--- config.mk ---
export PLATFORM = sky130hd
export DESIGN_NAME = line_scan_host_flat
export DESIGN_NICKNAME = d
export VERILOG_FILES = /design/src/verilog/line_scan_pkg.sv /design/src/verilog/line_scan_if.sv /design/src/verilog/line_scan_host.sv /design/src/flat_wrapper.sv
export SDC_FILE = /design/constraint.sdc
export NUM_CORES = 1
export LEC_CHECK = 0
export BUFFER_PORTS_ARGS = -buffer_cell sky130_fd_sc_hd__buf_4
export CAP_MARGIN = 20
export CORE_ASPECT_RATIO = 0.7
export CORE_MARGIN = 4
export CORE_UTILIZATION = 65
export CTS_BUF_LIST = sky130_fd_sc_hd__clkbuf_4
export DETAILED_ROUTE_END_ITERATION = 8
export PLACE_DENSITY_LB_ADDON = 0.1
export SLEW_MARGIN = 20
export SYNTH_ARGS = -nofsm -noshare
export SYNTH_HDL_FRONTEND = slang
export SYNTH_SLANG_ARGS = --single-unit
--- constraint.sdc ---
create_clock -name clk -period 7.73 [get_ports clk]
set_input_delay 0.3865 -clock clk [delete_from_list [all_inputs] [get_ports clk]]
set_output_delay 0.3865 -clock clk [all_outputs]
set_load 0.1 [all_outputs]
--- src/verilog/line_scan_pkg.sv ---
// Package of shared constants for the linear array readout sequencer and its controller.
//==================================================================
// Overview of operation
// - Integration equals start-to-freeze interval minus 18 clocks.
// - Sampled scan-start pulse begins a new readout cycle.
// - Controller spaces scan starts by at least n+1 clocks.
// - Controller may idle, total interval under 100 ms; host caps only its H_WAIT extension, H_IDLE waits on start_scan unbounded.
// - Scan start freezes all pixels, presents pixel one.
// - Each clock advances output to the next pixel.
// - Integrators held reset during start and 17 clocks.
// - Nineteenth clock releases integrators, integration begins.
// - First 18 pixels output while integrators reset.
// - Pixel resumes sampling the clock after its output; here pixels 1-17 wait for the integrator release.
// - Clock n+1 ends readout, output goes high impedance.
// - Controller waits 20 us charge transfer before restart.
// - Integration at least period times (n-18) plus 20 us.
// - Array clock never faster than 8 MHz.
// - After power-up, flush one frame before trusting data.
// - Controller parks the array clock low when idle.
// - Previous frame reads out while next one integrates.
// - Each pixel value stays valid for whole clock period.
// - Scan-start and freeze share one pulse.
// - 124 inner, 2 next-to-end, 2 end pixels; pixel 1 first.
// - Scan start returns low together with the next (falling) clock edge, before the next rising edge.
package line_scan_pkg;
   localparam int PIXEL_COUNT      = 128;
   localparam int INNER_PIXELS     = 124;
   localparam int NEAR_END_PIXELS  = 2;
   localparam int END_PIXELS       = 2;
   localparam int SETUP_CLOCKS     = 18;
   localparam int PIXEL_WIDTH      = 8;
   localparam int CLK_PERIOD_NS    = 8;
   localparam int ARRAY_CLK_MAX_KHZ = 8000;
   localparam int SYS_CLK_KHZ      = 125000;
   // Divide by at least the rounded-up ratio so the array clock never exceeds its limit.
   localparam int ARRAY_HALF_DIV   = (SYS_CLK_KHZ + 2 * ARRAY_CLK_MAX_KHZ - 1)
                                     / (2 * ARRAY_CLK_MAX_KHZ);
   localparam int CHARGE_XFER_US   = 20;
   localparam int CHARGE_XFER_CYC  = (CHARGE_XFER_US * 1000 + CLK_PERIOD_NS - 1) / CLK_PERIOD_NS;
   localparam int MAX_FRAME_MS     = 100;
   localparam int MAX_FRAME_CYC    = MAX_FRAME_MS * 1000000 / CLK_PERIOD_NS;
endpackage

--- src/verilog/line_scan_if.sv ---
// Interface joining the array sequencer and its controller.
`timescale 1ns/1ps
interface line_scan_if;
   logic                                  scan_start;
   logic                                  array_clk;
   logic [line_scan_pkg::PIXEL_WIDTH-1:0] analog_pixel_out;
   logic                                  pixel_out_oe;
   modport device (input scan_start, input array_clk, output analog_pixel_out, output pixel_out_oe);
   modport host   (output scan_start, output array_clk, input analog_pixel_out, input pixel_out_oe);
endinterface

--- src/verilog/line_scan_host.sv ---
// Controller end: makes the array clock and scan pulses and captures pixels.
`timescale 1ns/1ps
module line_scan_host #(
   parameter int N_PIX       = line_scan_pkg::PIXEL_COUNT,
   parameter int PW          = line_scan_pkg::PIXEL_WIDTH,
   parameter int HALF_DIV    = line_scan_pkg::ARRAY_HALF_DIV,
   parameter int XFER_CYC    = line_scan_pkg::CHARGE_XFER_CYC,
   parameter int MAX_FRM_CYC = line_scan_pkg::MAX_FRAME_CYC
) (
   input  wire logic          clk,
   input  wire logic          reset,
   line_scan_if.host          link,
   input  wire logic          start_scan,
   input  wire logic [31:0]   extra_wait,
   output logic [PW-1:0]      pixel_data,
   output logic               pixel_valid,
   output logic [7:0]         pixel_index,
   output logic               frame_trusted,
   output logic               busy
);
   typedef enum logic [2:0] {H_IDLE, H_START, H_CLOCK, H_WAIT} host_state_e;
   host_state_e   state_r;
   logic [7:0]    div_r;
   logic          aclk_r;
   logic          si_r;
   logic [7:0]    clocks_r;
   logic [31:0]   wait_r;
   logic [31:0]   wait_extra;
   logic [31:0]   frame_r;
   logic          flushed_r;
   logic          tick;
   assign tick = (div_r == 8'(HALF_DIV - 1));
   // Charge transfer time is always served; the extension stops early once the whole
   // frame nears its limit, leaving a few cycles for the restart's own latency.
   assign wait_extra = wait_r - 32'(XFER_CYC);
   always_ff @(posedge clk)
   begin
      if (reset || state_r == H_IDLE || state_r == H_WAIT)
         div_r <= 8'h00;
      else
         div_r <= tick ? 8'h00 : div_r + 8'h01;
   end
   always_ff @(posedge clk)
   begin
      if (reset)
      begin
         state_r   <= H_IDLE;
         aclk_r    <= 1'b0;
         si_r      <= 1'b0;
         clocks_r  <= 8'h00;
         wait_r    <= '0;
         flushed_r <= 1'b0;
         frame_trusted <= 1'b0;
      end
      else
      begin
         case (state_r)
            H_IDLE:
               if (start_scan)
               begin
                  si_r    <= 1'b1;
                  state_r <= H_START;
               end
            H_START:
               if (tick)
               begin
                  aclk_r   <= ~aclk_r;
                  if (aclk_r)
                     si_r <= 1'b0;
                  else
                     clocks_r <= 8'h01;
                  if (aclk_r)
                     state_r <= H_CLOCK;
               end
            H_CLOCK:
               if (tick)
               begin
                  aclk_r <= ~aclk_r;
                  if (!aclk_r)
                     clocks_r <= clocks_r + 8'h01;
                  else if (clocks_r == 8'(N_PIX + 1))
                  begin
                     state_r <= H_WAIT;
                     wait_r  <= '0;
                  end
               end
            H_WAIT:
            begin
               wait_r <= wait_r + 32'h1;
               if (wait_r >= 32'(XFER_CYC)
                   && (wait_extra >= extra_wait || frame_r >= 32'(MAX_FRM_CYC - 4)))
               begin
                  state_r       <= H_IDLE;
                  frame_trusted <= flushed_r;
                  flushed_r     <= 1'b1;
               end
            end
            default: state_r <= H_IDLE;
         endcase
      end
   end
   // Capture each pixel late in its clock period, inside its valid window.
   always_ff @(posedge clk)
   begin
      if (reset)
      begin
         pixel_data  <= '0;
         pixel_valid <= 1'b0;
         pixel_index <= 8'h00;
      end
      else
      begin
         pixel_valid <= 1'b0;
         if (tick && !aclk_r && link.pixel_out_oe && clocks_r >= 8'h01
             && clocks_r <= 8'(N_PIX) && state_r != H_IDLE)
         begin
            pixel_data  <= link.analog_pixel_out;
            pixel_valid <= 1'b1;
            pixel_index <= clocks_r - 8'h01;
         end
      end
   end
   always_ff @(posedge clk) busy <= reset ? 1'b0 : (state_r != H_IDLE || start_scan);
   always_ff @(posedge clk) frame_r <= reset ? '0 : (state_r == H_IDLE ? '0 : frame_r + 32'h1);
   assign link.array_clk  = aclk_r;
   assign link.scan_start = si_r;
endmodule // line_scan_host

--- src/flat_wrapper.sv ---
// flat-port wrapper written by rule: the top's interface ports become plain ports
module line_scan_host_flat 
#(
   parameter int N_PIX       = line_scan_pkg::PIXEL_COUNT,
   parameter int PW          = line_scan_pkg::PIXEL_WIDTH,
   parameter int HALF_DIV    = line_scan_pkg::ARRAY_HALF_DIV,
   parameter int XFER_CYC    = line_scan_pkg::CHARGE_XFER_CYC,
   parameter int MAX_FRM_CYC = line_scan_pkg::MAX_FRAME_CYC
)
  (clk, reset, start_scan, extra_wait, pixel_data, pixel_valid, pixel_index, frame_trusted, busy, link_scan_start, link_array_clk, link_analog_pixel_out, link_pixel_out_oe);
  line_scan_if link_i ();
  input  wire logic clk;
  input  wire logic reset;
  input  wire logic start_scan;
  input  wire logic [31:0] extra_wait;
  output logic [PW-1:0] pixel_data;
  output logic pixel_valid;
  output logic [7:0] pixel_index;
  output logic frame_trusted;
  output logic busy;
  output wire logic [$bits(link_i.scan_start)-1:0] link_scan_start;
  output wire logic [$bits(link_i.array_clk)-1:0] link_array_clk;
  input wire logic [$bits(link_i.analog_pixel_out)-1:0] link_analog_pixel_out;
  input wire logic [$bits(link_i.pixel_out_oe)-1:0] link_pixel_out_oe;
  assign link_scan_start = link_i.scan_start;
  assign link_array_clk = link_i.array_clk;
  assign link_i.analog_pixel_out = link_analog_pixel_out;
  assign link_i.pixel_out_oe = link_pixel_out_oe;
  line_scan_host #(.N_PIX(N_PIX), .PW(PW), .HALF_DIV(HALF_DIV), .XFER_CYC(XFER_CYC), .MAX_FRM_CYC(MAX_FRM_CYC)) u_core (.clk(clk), .reset(reset), .link(link_i), .start_scan(start_scan), .extra_wait(extra_wait), .pixel_data(pixel_data), .pixel_valid(pixel_valid), .pixel_index(pixel_index), .frame_trusted(frame_trusted), .busy(busy));
endmodule
Word-level counts from Yosys, hierarchy flattened:

Index checks and enable logic that the tools add are counted.
W data, S select, Z words.

* register bits after elaboration: 105
* latch bits: 0
* bits in writable memories: 0
* memory bits (read-only): 0
* input bits: 44
* output and inout bits: 21
* word-level logic and storage cells: 86
* memories kept: 0

* $add $sub $neg: 6
* $mul: 0
* divide/modulo/power cells: 0
* magnitude comparators: 5
* equal/unequal tests: 14
* shift operators: 0
* multiplexer cells: 22
* bitwise operators: 1
* reductions and logical operators: 25

Operators by type and width (count)
* $mux W32: 3
* $add A32 B1 Y32 const B: 2
* $pmux W32 S2: 1
* $ge A32 B12 Y1 const B: 1
* $ge A32 B24 Y1 const B: 1
* $ge A32 B32 Y1: 1
* $mux W8: 4
* $sub A32 B12 Y32 const B: 1
* $mux W3: 7
* $add A8 B1 Y8 const B: 2
* $pmux W8 S2: 1
* $pmux W3 S4: 1
* $ne A2 B1 Y1 const B: 5
* $eq A8 B3 Y1 const B: 1
* $eq A8 B8 Y1 const B: 1
* $ge A8 B1 Y1 const B: 1
* $le A8 B8 Y1 const B: 1
* $ne A2 B2 Y1 const B: 4
* $reduce_and A4 Y1: 2
* $sub A8 B1 Y8 const B: 1
* $reduce_and A7 Y1: 1
* $eq A3 B2 Y1 const B: 2
* $logic_and A1 B1 Y1: 6
* $reduce_bool A2 Y1: 3
* other kinds (11): 20

Longest topological paths before layout:

Gate-level depths: netlist of the first run.

* depth after elaboration: 7
* depth in mapped cells: 17
* mapped depth without buffers: 15

Least setup slack after synthesis of the first run:

No wires, ideal clock.

* path type: reg-to-reg
* start: register u_core.wait_r[2]
* end: register u_core.flushed_r
* library setup time: 115 ps
* arrival: 3612 ps
* data required time: 7615 ps
* slack: 4003 ps
* cell stages (with the launch flop): 18
* path buffers: 2
* period minus slack after synthesis: 3727 ps
* cells stage by stage: dfxtp_1 -> inv_1 -> ha_1 -> or3b_1 -> clkbuf_1 -> a211o_1 -> and2_1 -> clkbuf_1 -> nor3_1 -> xor2_1 -> ha_1 -> a21oi_1 -> nand2_1 -> a221o_1 -> or3_1 -> a211oi_1 -> nor3b_1 -> o21ba_2

* word-level cells in the longest chain between the ends: 5
* elaborated cells between the ends (all ways): 6
* those cells by class: add/sub (1); order compare (2); reduce/logical (3)

Ends and longest elaborated chain
* from (decl): line line_scan_host.sv:27 `logic [31:0] wait_r;`
* from (signal assigned): line line_scan_host.sv:89 `wait_r <= wait_r + 32'h1;`
* $sub A32 B12 Y32: line line_scan_host.sv:35 `assign wait_extra = wait_r - 32'(XFER_CYC);`
* $ge A32 B32 Y1: line line_scan_host.sv:91 `&& (wait_extra >= extra_wait || frame_r >= 32'(MAX_FRM_CYC - 4)))`
* $logic_or A1 B1 Y1: line line_scan_host.sv:91
* $logic_and A1 B1 Y1 (*): line line_scan_host.sv:91
* $reduce_and A2 Y1 (no source line) (*)
* to (signal assigned): line line_scan_host.sv:52 `flushed_r <= 1'b0;`
* to (signal assigned): line line_scan_host.sv:95 `flushed_r <= 1'b1;`
* to (decl): line line_scan_host.sv:30 `logic flushed_r;`

Every way passes the cells marked *; elsewhere a longest branch is shown, timed or not.
A chain may end at the register's enable or synchronous reset.

Worst setup path after layout of the first run:

Same ends and word-level chain as after synthesis.

==> results of run 1 <==
[power by group through the flow]
stage / clock [W] / sequential [W] / combinational [W]
floorplan: 0 / 0.000601 / 0.000125
global placement: 0 / 0.000575 / 0.000203
detailed placement: 0 / 0.000576 / 0.000211
CTS: 0.000288 / 0.000564 / 0.000211
global route: 0.000310 / 0.000567 / 0.000233
finish: 0.000286 / 0.000565 / 0.000211
[through the flow]
stage                     instance area, µm²  instances  power, W
after floorplan                         6100        745  0.000726
after global placement                  6600        898  0.000778
after detailed placement                6600        898  0.000786
after CTS                               6740        914   0.00106
after global routing                    6740        914   0.00111
final                                   6740        914   0.00106
[cells by family after synthesis]
| family | after synthesis | share of synthesized area |
|---|---|---|
| AND/OR/NAND/NOR | 315 | 0.259 |
| flip-flops | 104 | 0.341 |
| XOR/XNOR | 90 | 0.129 |
| AO/OA/AOI/OAI | 85 | 0.0898 |
| buffers and inverters | 85 | 0.0531 |
| adder cells (fa/ha/maj) | 48 | 0.0984 |
| multiplexers | 18 | 0.0295 |
[worst min path at each step]
stage	start	to	slack, ps	cells after the start
floorplan	u_core.frame_r[0]$_SDFF_PP0_	u_core.frame_r[0]$_SDFF_PP0_	430	1
global placement	u_core.frame_r[0]$_SDFF_PP0_	u_core.frame_r[0]$_SDFF_PP0_	440	1
detailed placement	u_core.frame_r[0]$_SDFF_PP0_	u_core.frame_r[0]$_SDFF_PP0_	460	1
CTS	start_scan	u_core.busy$_SDFF_PP0_	120	3
global route	start_scan	u_core.busy$_SDFF_PP0_	120	3
finish	link_analog_pixel_out[1]	u_core.pixel_data[1]$_SDFFE_PP0P_	140	3
[placed cells by master (no fill, tap or decap), types with 2 or more instances in the layout]
cell	instances
nor2_1	110
dfxtp_1	104
buf_4	65
xor2_1	61
inv_1	49
nand2_1	48
ha_1	48
nand3_1	38
xnor2_1	29
a21oi_1	29
nand4_1	23
mux2i_1	18
nor3_1	17
o21ai_0	15
and3_1	14
or3_1	14
clkbuf_4	11
a21o_1	10
nor4_1	8
nand2b_1	8
a31o_2	6
and2_1	5
and4_1	5
or4_1	4
o31ai_1	4
nor3b_1	4
a211oi_1	3
a211o_1	2
or4_4	2
or2_2	2
o21a_1	2
o211ai_1	2
nor2b_1	2
nand4b_1	2
clkinv_4	2
clkinv_2	2
[layer usage]
layer | share of wire | vias up | track usage
li1 | - | 2622 | -
met3 | 0.051 | 19 | 0.0500
met2 | 0.48 | 130 | 0.430
met4 | 0.015 | 0 | 0.0724
met1 | 0.46 | 2477 | 0.338
met5 | 0 | - | 0
[cell type report]
type / instances / area share
clock inverters: 5 / 0.00853
repair buffers: 65 / 0.0724
inverters: 49 / 0.0273
flip-flops and latches: 104 / 0.309
clock buffers: 11 / 0.0122
well taps: 124 / 0.0230
multi-input cells: 556 / 0.548
[worst reg2reg max path: cells and delay by family (launching register included)]
family / cells / cell delay (ps)
AO/OA/AOI/OAI: 5 / 1320
XOR/XNOR: 1 / 220
adder cells (fa/ha/maj): 2 / 500
buffers and inverters: 1 / 150
flip-flops: 1 / 370
AND/OR/NAND/NOR: 6 / 1510
[registers in the layout, indices dropped and copies added (netlist names)]
name,flops
u_core.link.array_clk,1
u_core.pixel_valid,1
u_core.frame_trusted,1
u_core.busy,1
u_core.wait_r,32
u_core.link.scan_start,1
u_core.state_r,2
u_core.frame_r,32
u_core.flushed_r,1
u_core.pixel_index,8
u_core.div_r,8
u_core.pixel_data,8
u_core.clocks_r,8
==> flow_metrics.tcl, run 1 <==
set metrics [dict create \
    setup-tns-final_ps 0 \
    most_instantiated_library_cell_after_synthesis "nor2_1" \
    yosys.area.top_type_share 0.341 \
    critPathMaxFanout 5 \
    power.density_cell_area_nw_per_um2 158 \
    crit_path_end_kind "flip-flop" \
    slew_violations 0 \
    clock.fmax_ghz 0.240 \
    share_comb_of_total_power 0.199 \
    timing.critical_path.arrival_ps 4520 \
    multiInputGateArea_um2 3690 \
    path_buf_inv 1 \
    initial_utilization 0.670 \
    timing.critical_path.required_ps 8080 \
    report.final.setup_viol 0 \
    gpl.final_weighted_congestion 0.907 \
    tritoncts.num_buffers 9 \
    netlist.top_cell.by_area "dfxtp_1" \
    worst-r2r-cell-count 15 \
    die_area_um2 11000 \
    critical_path.endpoint "u_core.flushed_r$_SDFFE_PP0P_" \
    synth_enable_flop_cells 0 \
    cpMostUsedCell "ha_1" \
    critical_path_cell_count 15 \
    finalClockSkew_ps 23.6 \
    grt_remaining_overflow 0 \
    layout.core_utilization 0.740 \
    sw_frac_of_total 0.316 \
    post_synthesis_cell_type_count 56 \
    worst_r2r_endpoint "u_core.flushed_r$_SDFFE_PP0P_" \
    clk_path_buf_depth 2 \
    finish.net_count 877 \
    syn_nets 837 \
    count_of_yosys_warnings_during_synthesis 0 \
    yosys_register_bits 104 \
    ys_dominant_reg_cell "dfxtp_1" \
    overall_die_width_um 124 \
    leakagePower_nw 2.90 \
    worst_slew_pin_slew_ps 1100 \
    dieHeight_um 89.1 \
    cts_sinks 104 \
    postRouteAntennaNets 0 \
    syn_avg_cell_area_um2 8.19 \
    max_transition_margin 0.263 \
    dpl_worst_slack_ps 3610 \
    layout_worst_path_cycle_share 0.539 \
    drtPass1Iterations 6 \
    min_delay_path_class "input pin to flip-flop" \
    global_route.usage.total 0.256 \
    layout_setup_ws_ps 3560 \
    layout_min_cycle_time_ps 4170 \
    seq_area_um2 2080 \
    post-cts-setup-buffers 0 \
    synth_sequential_area_ratio 0.341 \
    std_cell_rows 29 \
    ctsRootBufferMaster "clkbuf_4" \
    share_clk_of_total_power 0.269 \
    clkSlewWorstSetupHoldPaths_ps 160 \
    cts_resized 0 \
    io-pin-count 65 \
    fillCellCount 699 \
    dp.final_hpwl_um 10400 \
    cts_tree "done" \
    regToRegSetupSlack_ps 3560 \
    rsz0062_at_grt "no" \
    dr.first_iter.drc_count 468 \
    area_growth_syn_to_layout_pct 10.5 \
    cp-startpoint "u_core.wait_r[2]$_SDFFE_PP0P_" \
    critical_path.startpoint_type "flip-flop" \
    route.detailed.drc 0 \
    netlist_area_um2 6100 \
    outcome "finished, final reports clean" \
    syn_inst 745 \
    post_synth_most_frequent_cells "110 x nor2_1, 104 x dfxtp_1, 61 x xor2_1, 49 x inv_1" \
    numPortBuffers 64 \
    wire_length_of_the_first_global_routing_pass_um 22900 \
    peak_supply_drop_uv 99.0 \
    insertion_delay_ps 460 \
    wl_um 13600 \
    critPathTopFamily "simple AND/OR/NAND/NOR gates" \
    timing_hold_violations_final 0 \
    vias_in_the_first_global_route 5012 \
    worst-setup-path-type "flip-flop to flip-flop" \
    fin_worst_hold_slack_ps 144 \
    fp.coreArea_um2 9110 \
    regToRegStartpoint "u_core.wait_r[2]$_SDFFE_PP0P_" \
    avgRoutedWirePerCell_um 14.9 \
    antennaDiodeCount 0 \
    vias_per_inst 5.74 \
    cts_hold_buf 0 \
    worstPathCellList "inv_1, ha_1, or3b_1, a211o_1, and2_1, nor3_1, xor2_1, ha_1, a21oi_1, nand2_1, a221o_1, or3_1, a211oi_1, nor3b_1, o21ba_2" \
    slowest_stage "or3b_1" \
    grt_antenna_before_repair 0 \
    seq_power_share 0.532 \
    synth.top_cells.by_area "dfxtp_1 34%, ha_1 9.8%, xor2_1 8.8%" \
    switchingPower_w 0.000335 \
    dr_total_vias 5248 \
    fraction_of_synthesis_flops_using_an_asynchronous_set_or_reset_pin 0 \
    max_stage_delay_ps 450 \
    number_of_max_cap_violations 0 \
    cellInternalPower_w 0.000727 \
    clock_tree.htree_level_count 3 \
    fraction_of_layout_cells_with_a_size_suffix_above_1 0.120 \
    grt_start_max_net_pins 36 \
]
No activity file was read; power rests on OpenSTA's default activity.
==> run 2: changes to the inputs <==
- CORE_UTILIZATION: 65 -> 61
- clock period: 7.73 -> 3.92 ns (I/O delays scaled with it)
==> run 2 against run 1 <==
Effect of this change:
- first-iteration DRC count shrank 31%
- setup slack lost 3400 ps
- sequential share of layout area decreased by 1.5 points
- worst hold slack got worse by 56 ps
- clock skew increased by 3.3 ps
- register-to-register slack lost 3400 ps
- final cell count rose by 3.3%
==> flow_metrics.tcl, run 2 (same netlist as run 1, synthesis figures left out) <==
set metrics [dict create \
    dpl_worst_slack_ps 40.2 \
    number_of_max_cap_violations 0 \
    hold-path-endpoint "u_core.pixel_data[6]$_SDFFE_PP0P_" \
    layout_worst_path_cycle_share 0.967 \
    timing.critical_path.required_ps 4290 \
    layout_setup_ws_ps 130 \
    worst-r2r-cell-count 15 \
    dr.first_iter.drc_count 321 \
    wl_um 13800 \
    max_transition_margin 0.370 \
    numPortBuffers 64 \
    clock_tree.htree_level_count 3 \
    post-cts-setup-buffers 0 \
    clock.fmax_ghz 0.264 \
    initial_utilization 0.628 \
    vias_per_inst 5.60 \
    grt_start_max_net_pins 36 \
    gpl.final_weighted_congestion 0.888 \
    slowest_stage "or3_4" \
    finish.net_count 903 \
    slew_violations 0 \
    largest_registers "u_core.frame_r: 32 flops, u_core.wait_r: 32 flops" \
    leakagePower_nw 3.06 \
    dp.final_hpwl_um 10300 \
    mostFrequentLayoutCell "nor2_1" \
    regToRegStartpoint "u_core.wait_r[3]$_SDFFE_PP0P_" \
    worstPathCellList "inv_1, ha_1, or3b_1, a211o_1, and2_2, nor3_2, xor2_1, ha_1, a21oi_1, nand2_1, a221o_1, or3_4, a211oi_4, nor3b_2, o21ba_2" \
    ctsRootBufferMaster "clkbuf_4" \
    timing_hold_violations_final 0 \
    grt_antenna_before_repair 0 \
    min_delay_path_class "input pin to flip-flop" \
    dr_total_vias 5283 \
    worst_r2r_endpoint "u_core.flushed_r$_SDFFE_PP0P_" \
    cts_sinks 104 \
    route.detailed.drc 0 \
    overall_die_width_um 128 \
    fp.coreArea_um2 9720 \
    antennaDiodeCount 0 \
    postRouteAntennaNets 0 \
    worst-setup-path-type "flip-flop to flip-flop" \
    cpMostUsedCell "ha_1" \
    clk_path_buf_depth 2 \
    wire_length_of_the_first_global_routing_pass_um 23400 \
    dieHeight_um 91.7 \
    layout_min_cycle_time_ps 3790 \
    global_route.usage.total 0.240 \
    fillCellCount 740 \
    insertion_delay_ps 470 \
    power.density_cell_area_nw_per_um2 319 \
    crit_path_end_kind "flip-flop" \
    worst_slew_pin_slew_ps 937 \
    timing.hold.worst.start "reset" \
    cts_tree "done" \
    vias_in_the_first_global_route 5090 \
    report.final.setup_viol 0 \
    io-pin-count 65 \
    tritoncts.num_buffers 9 \
    regToRegSetupSlack_ps 130 \
    clkSlewWorstSetupHoldPaths_ps 180 \
    peak_supply_drop_uv 172 \
    die_area_um2 11700 \
    fraction_of_layout_cells_with_a_size_suffix_above_1 0.158 \
    layout_common_cells "108 x nor2_1, 102 x dfxtp_1, 82 x buf_4, 61 x xor2_1, 49 x inv_1" \
    max_stage_delay_ps 400 \
    outcome "finished, final reports clean" \
    finalClockSkew_ps 26.9 \
    fin_total_pwr_w 0.00226 \
    std_cell_rows 30 \
    critPathMaxFanout 5 \
    critical_path.startpoint_type "flip-flop" \
    instances_no_fill 944 \
    area_growth_syn_to_layout_pct 16.3 \
    grt_remaining_overflow 0 \
    avgRoutedWirePerCell_um 14.6 \
    placedCellCount 919 \
    drtPass1Iterations 5 \
    timing.critical_path.arrival_ps 4160 \
    worstHoldPathCells 2 \
]
[run 2: changes by cell type in the layout (fill, tap and decap cells not counted), sizes merged]
| cell | delta |
|---|---|
| clkinv | -1 |
| bufinv | +2 |
| dlygate4sd3 | +9 |
| clkbuf | -2 |
| inv | +1 |
| buf | +17 |
[run 2: timing repair]
| item | 4_1_cts | 5_1_grt |
|---|---|---|
| setup endpoints to repair | 3 | 4 |
| gates resized for setup | 1 | 17 |
| pin swaps | 0 | 5 |
| hold buffers | 9 | 0 |
| endpoints found under the hold margin | 9 | 0 |
[run 2: how the worst max path moves through the flow]
stage,depth (start not counted),to,start,slack [ps]
2_1_floorplan,17,u_core.flushed_r$_SDFFE_PP0P_,u_core.wait_r[2]$_SDFFE_PP0P_,190
3_3_place_gp,15,u_core.flushed_r$_SDFFE_PP0P_,u_core.wait_r[3]$_SDFFE_PP0P_,150
3_5_place_dp,15,u_core.state_r[1]$_SDFFE_PP0P_,u_core.wait_r[3]$_SDFFE_PP0P_,40
4_1_cts,15,u_core.frame_trusted$_SDFFE_PP0P_,u_core.wait_r[2]$_SDFFE_PP0P_,50
5_1_grt,15,u_core.flushed_r$_SDFFE_PP0P_,u_core.wait_r[3]$_SDFFE_PP0P_,-20
6_report,15,u_core.flushed_r$_SDFFE_PP0P_,u_core.wait_r[3]$_SDFFE_PP0P_,130
[run 2: where the power goes]
part           internal [W]  total [W]  leakage [nW]  switching [W]
Clock              0.000331   0.000707         0.102       0.000376
Sequential          0.00109    0.00111         0.840      0.0000268
Combinational      0.000153   0.000440          2.12       0.000287
[run 2: final cells by class]
cell class / instances / area (µm²) / area share
multi-input cells: 556 / 3770 / 0.531
flip-flops and latches: 104 / 2080 / 0.294
repair buffers: 91 / 706 / 0.0994
inverters: 49 / 184 / 0.0259
well taps: 128 / 160 / 0.0226
clock inverters: 7 / 128 / 0.0180
clock buffers: 9 / 67.6 / 0.00952
[run 2: per-stage QoR]
stage	cell area, µm²	hold slack (ps)	util	TNS (ps)
2_1_floorplan	6100	326	-	0
3_3_place_gp	6740	428	0.693	0
3_5_place_dp	6740	428	0.693	0
4_1_cts	7030	76.5	0.723	0
5_1_grt	7100	75.7	0.730	-31.3
6_report	7100	88.8	0.730	0
[run 2: per-layer routing]
| metal | part of all wire | global-route usage | up-vias |
|---|---|---|---|
| li1 | - | - | 2673 |
| met1 | 0.48 | 0.331 | 2468 |
| met2 | 0.46 | 0.383 | 124 |
| met3 | 0.046 | 0.0512 | 18 |
| met4 | 0.013 | 0.0607 | 0 |
| met5 | 0 | 0 | - |
[run 2: worst max-delay path: cells and delay by family (launching register included)]
kind,cells,cell delay [ps]
compound gates,5,1230
xor+xnor,1,170
fa+ha+maj,2,460
buf+inv,1,120
flops,1,380
simple gates,6,1320
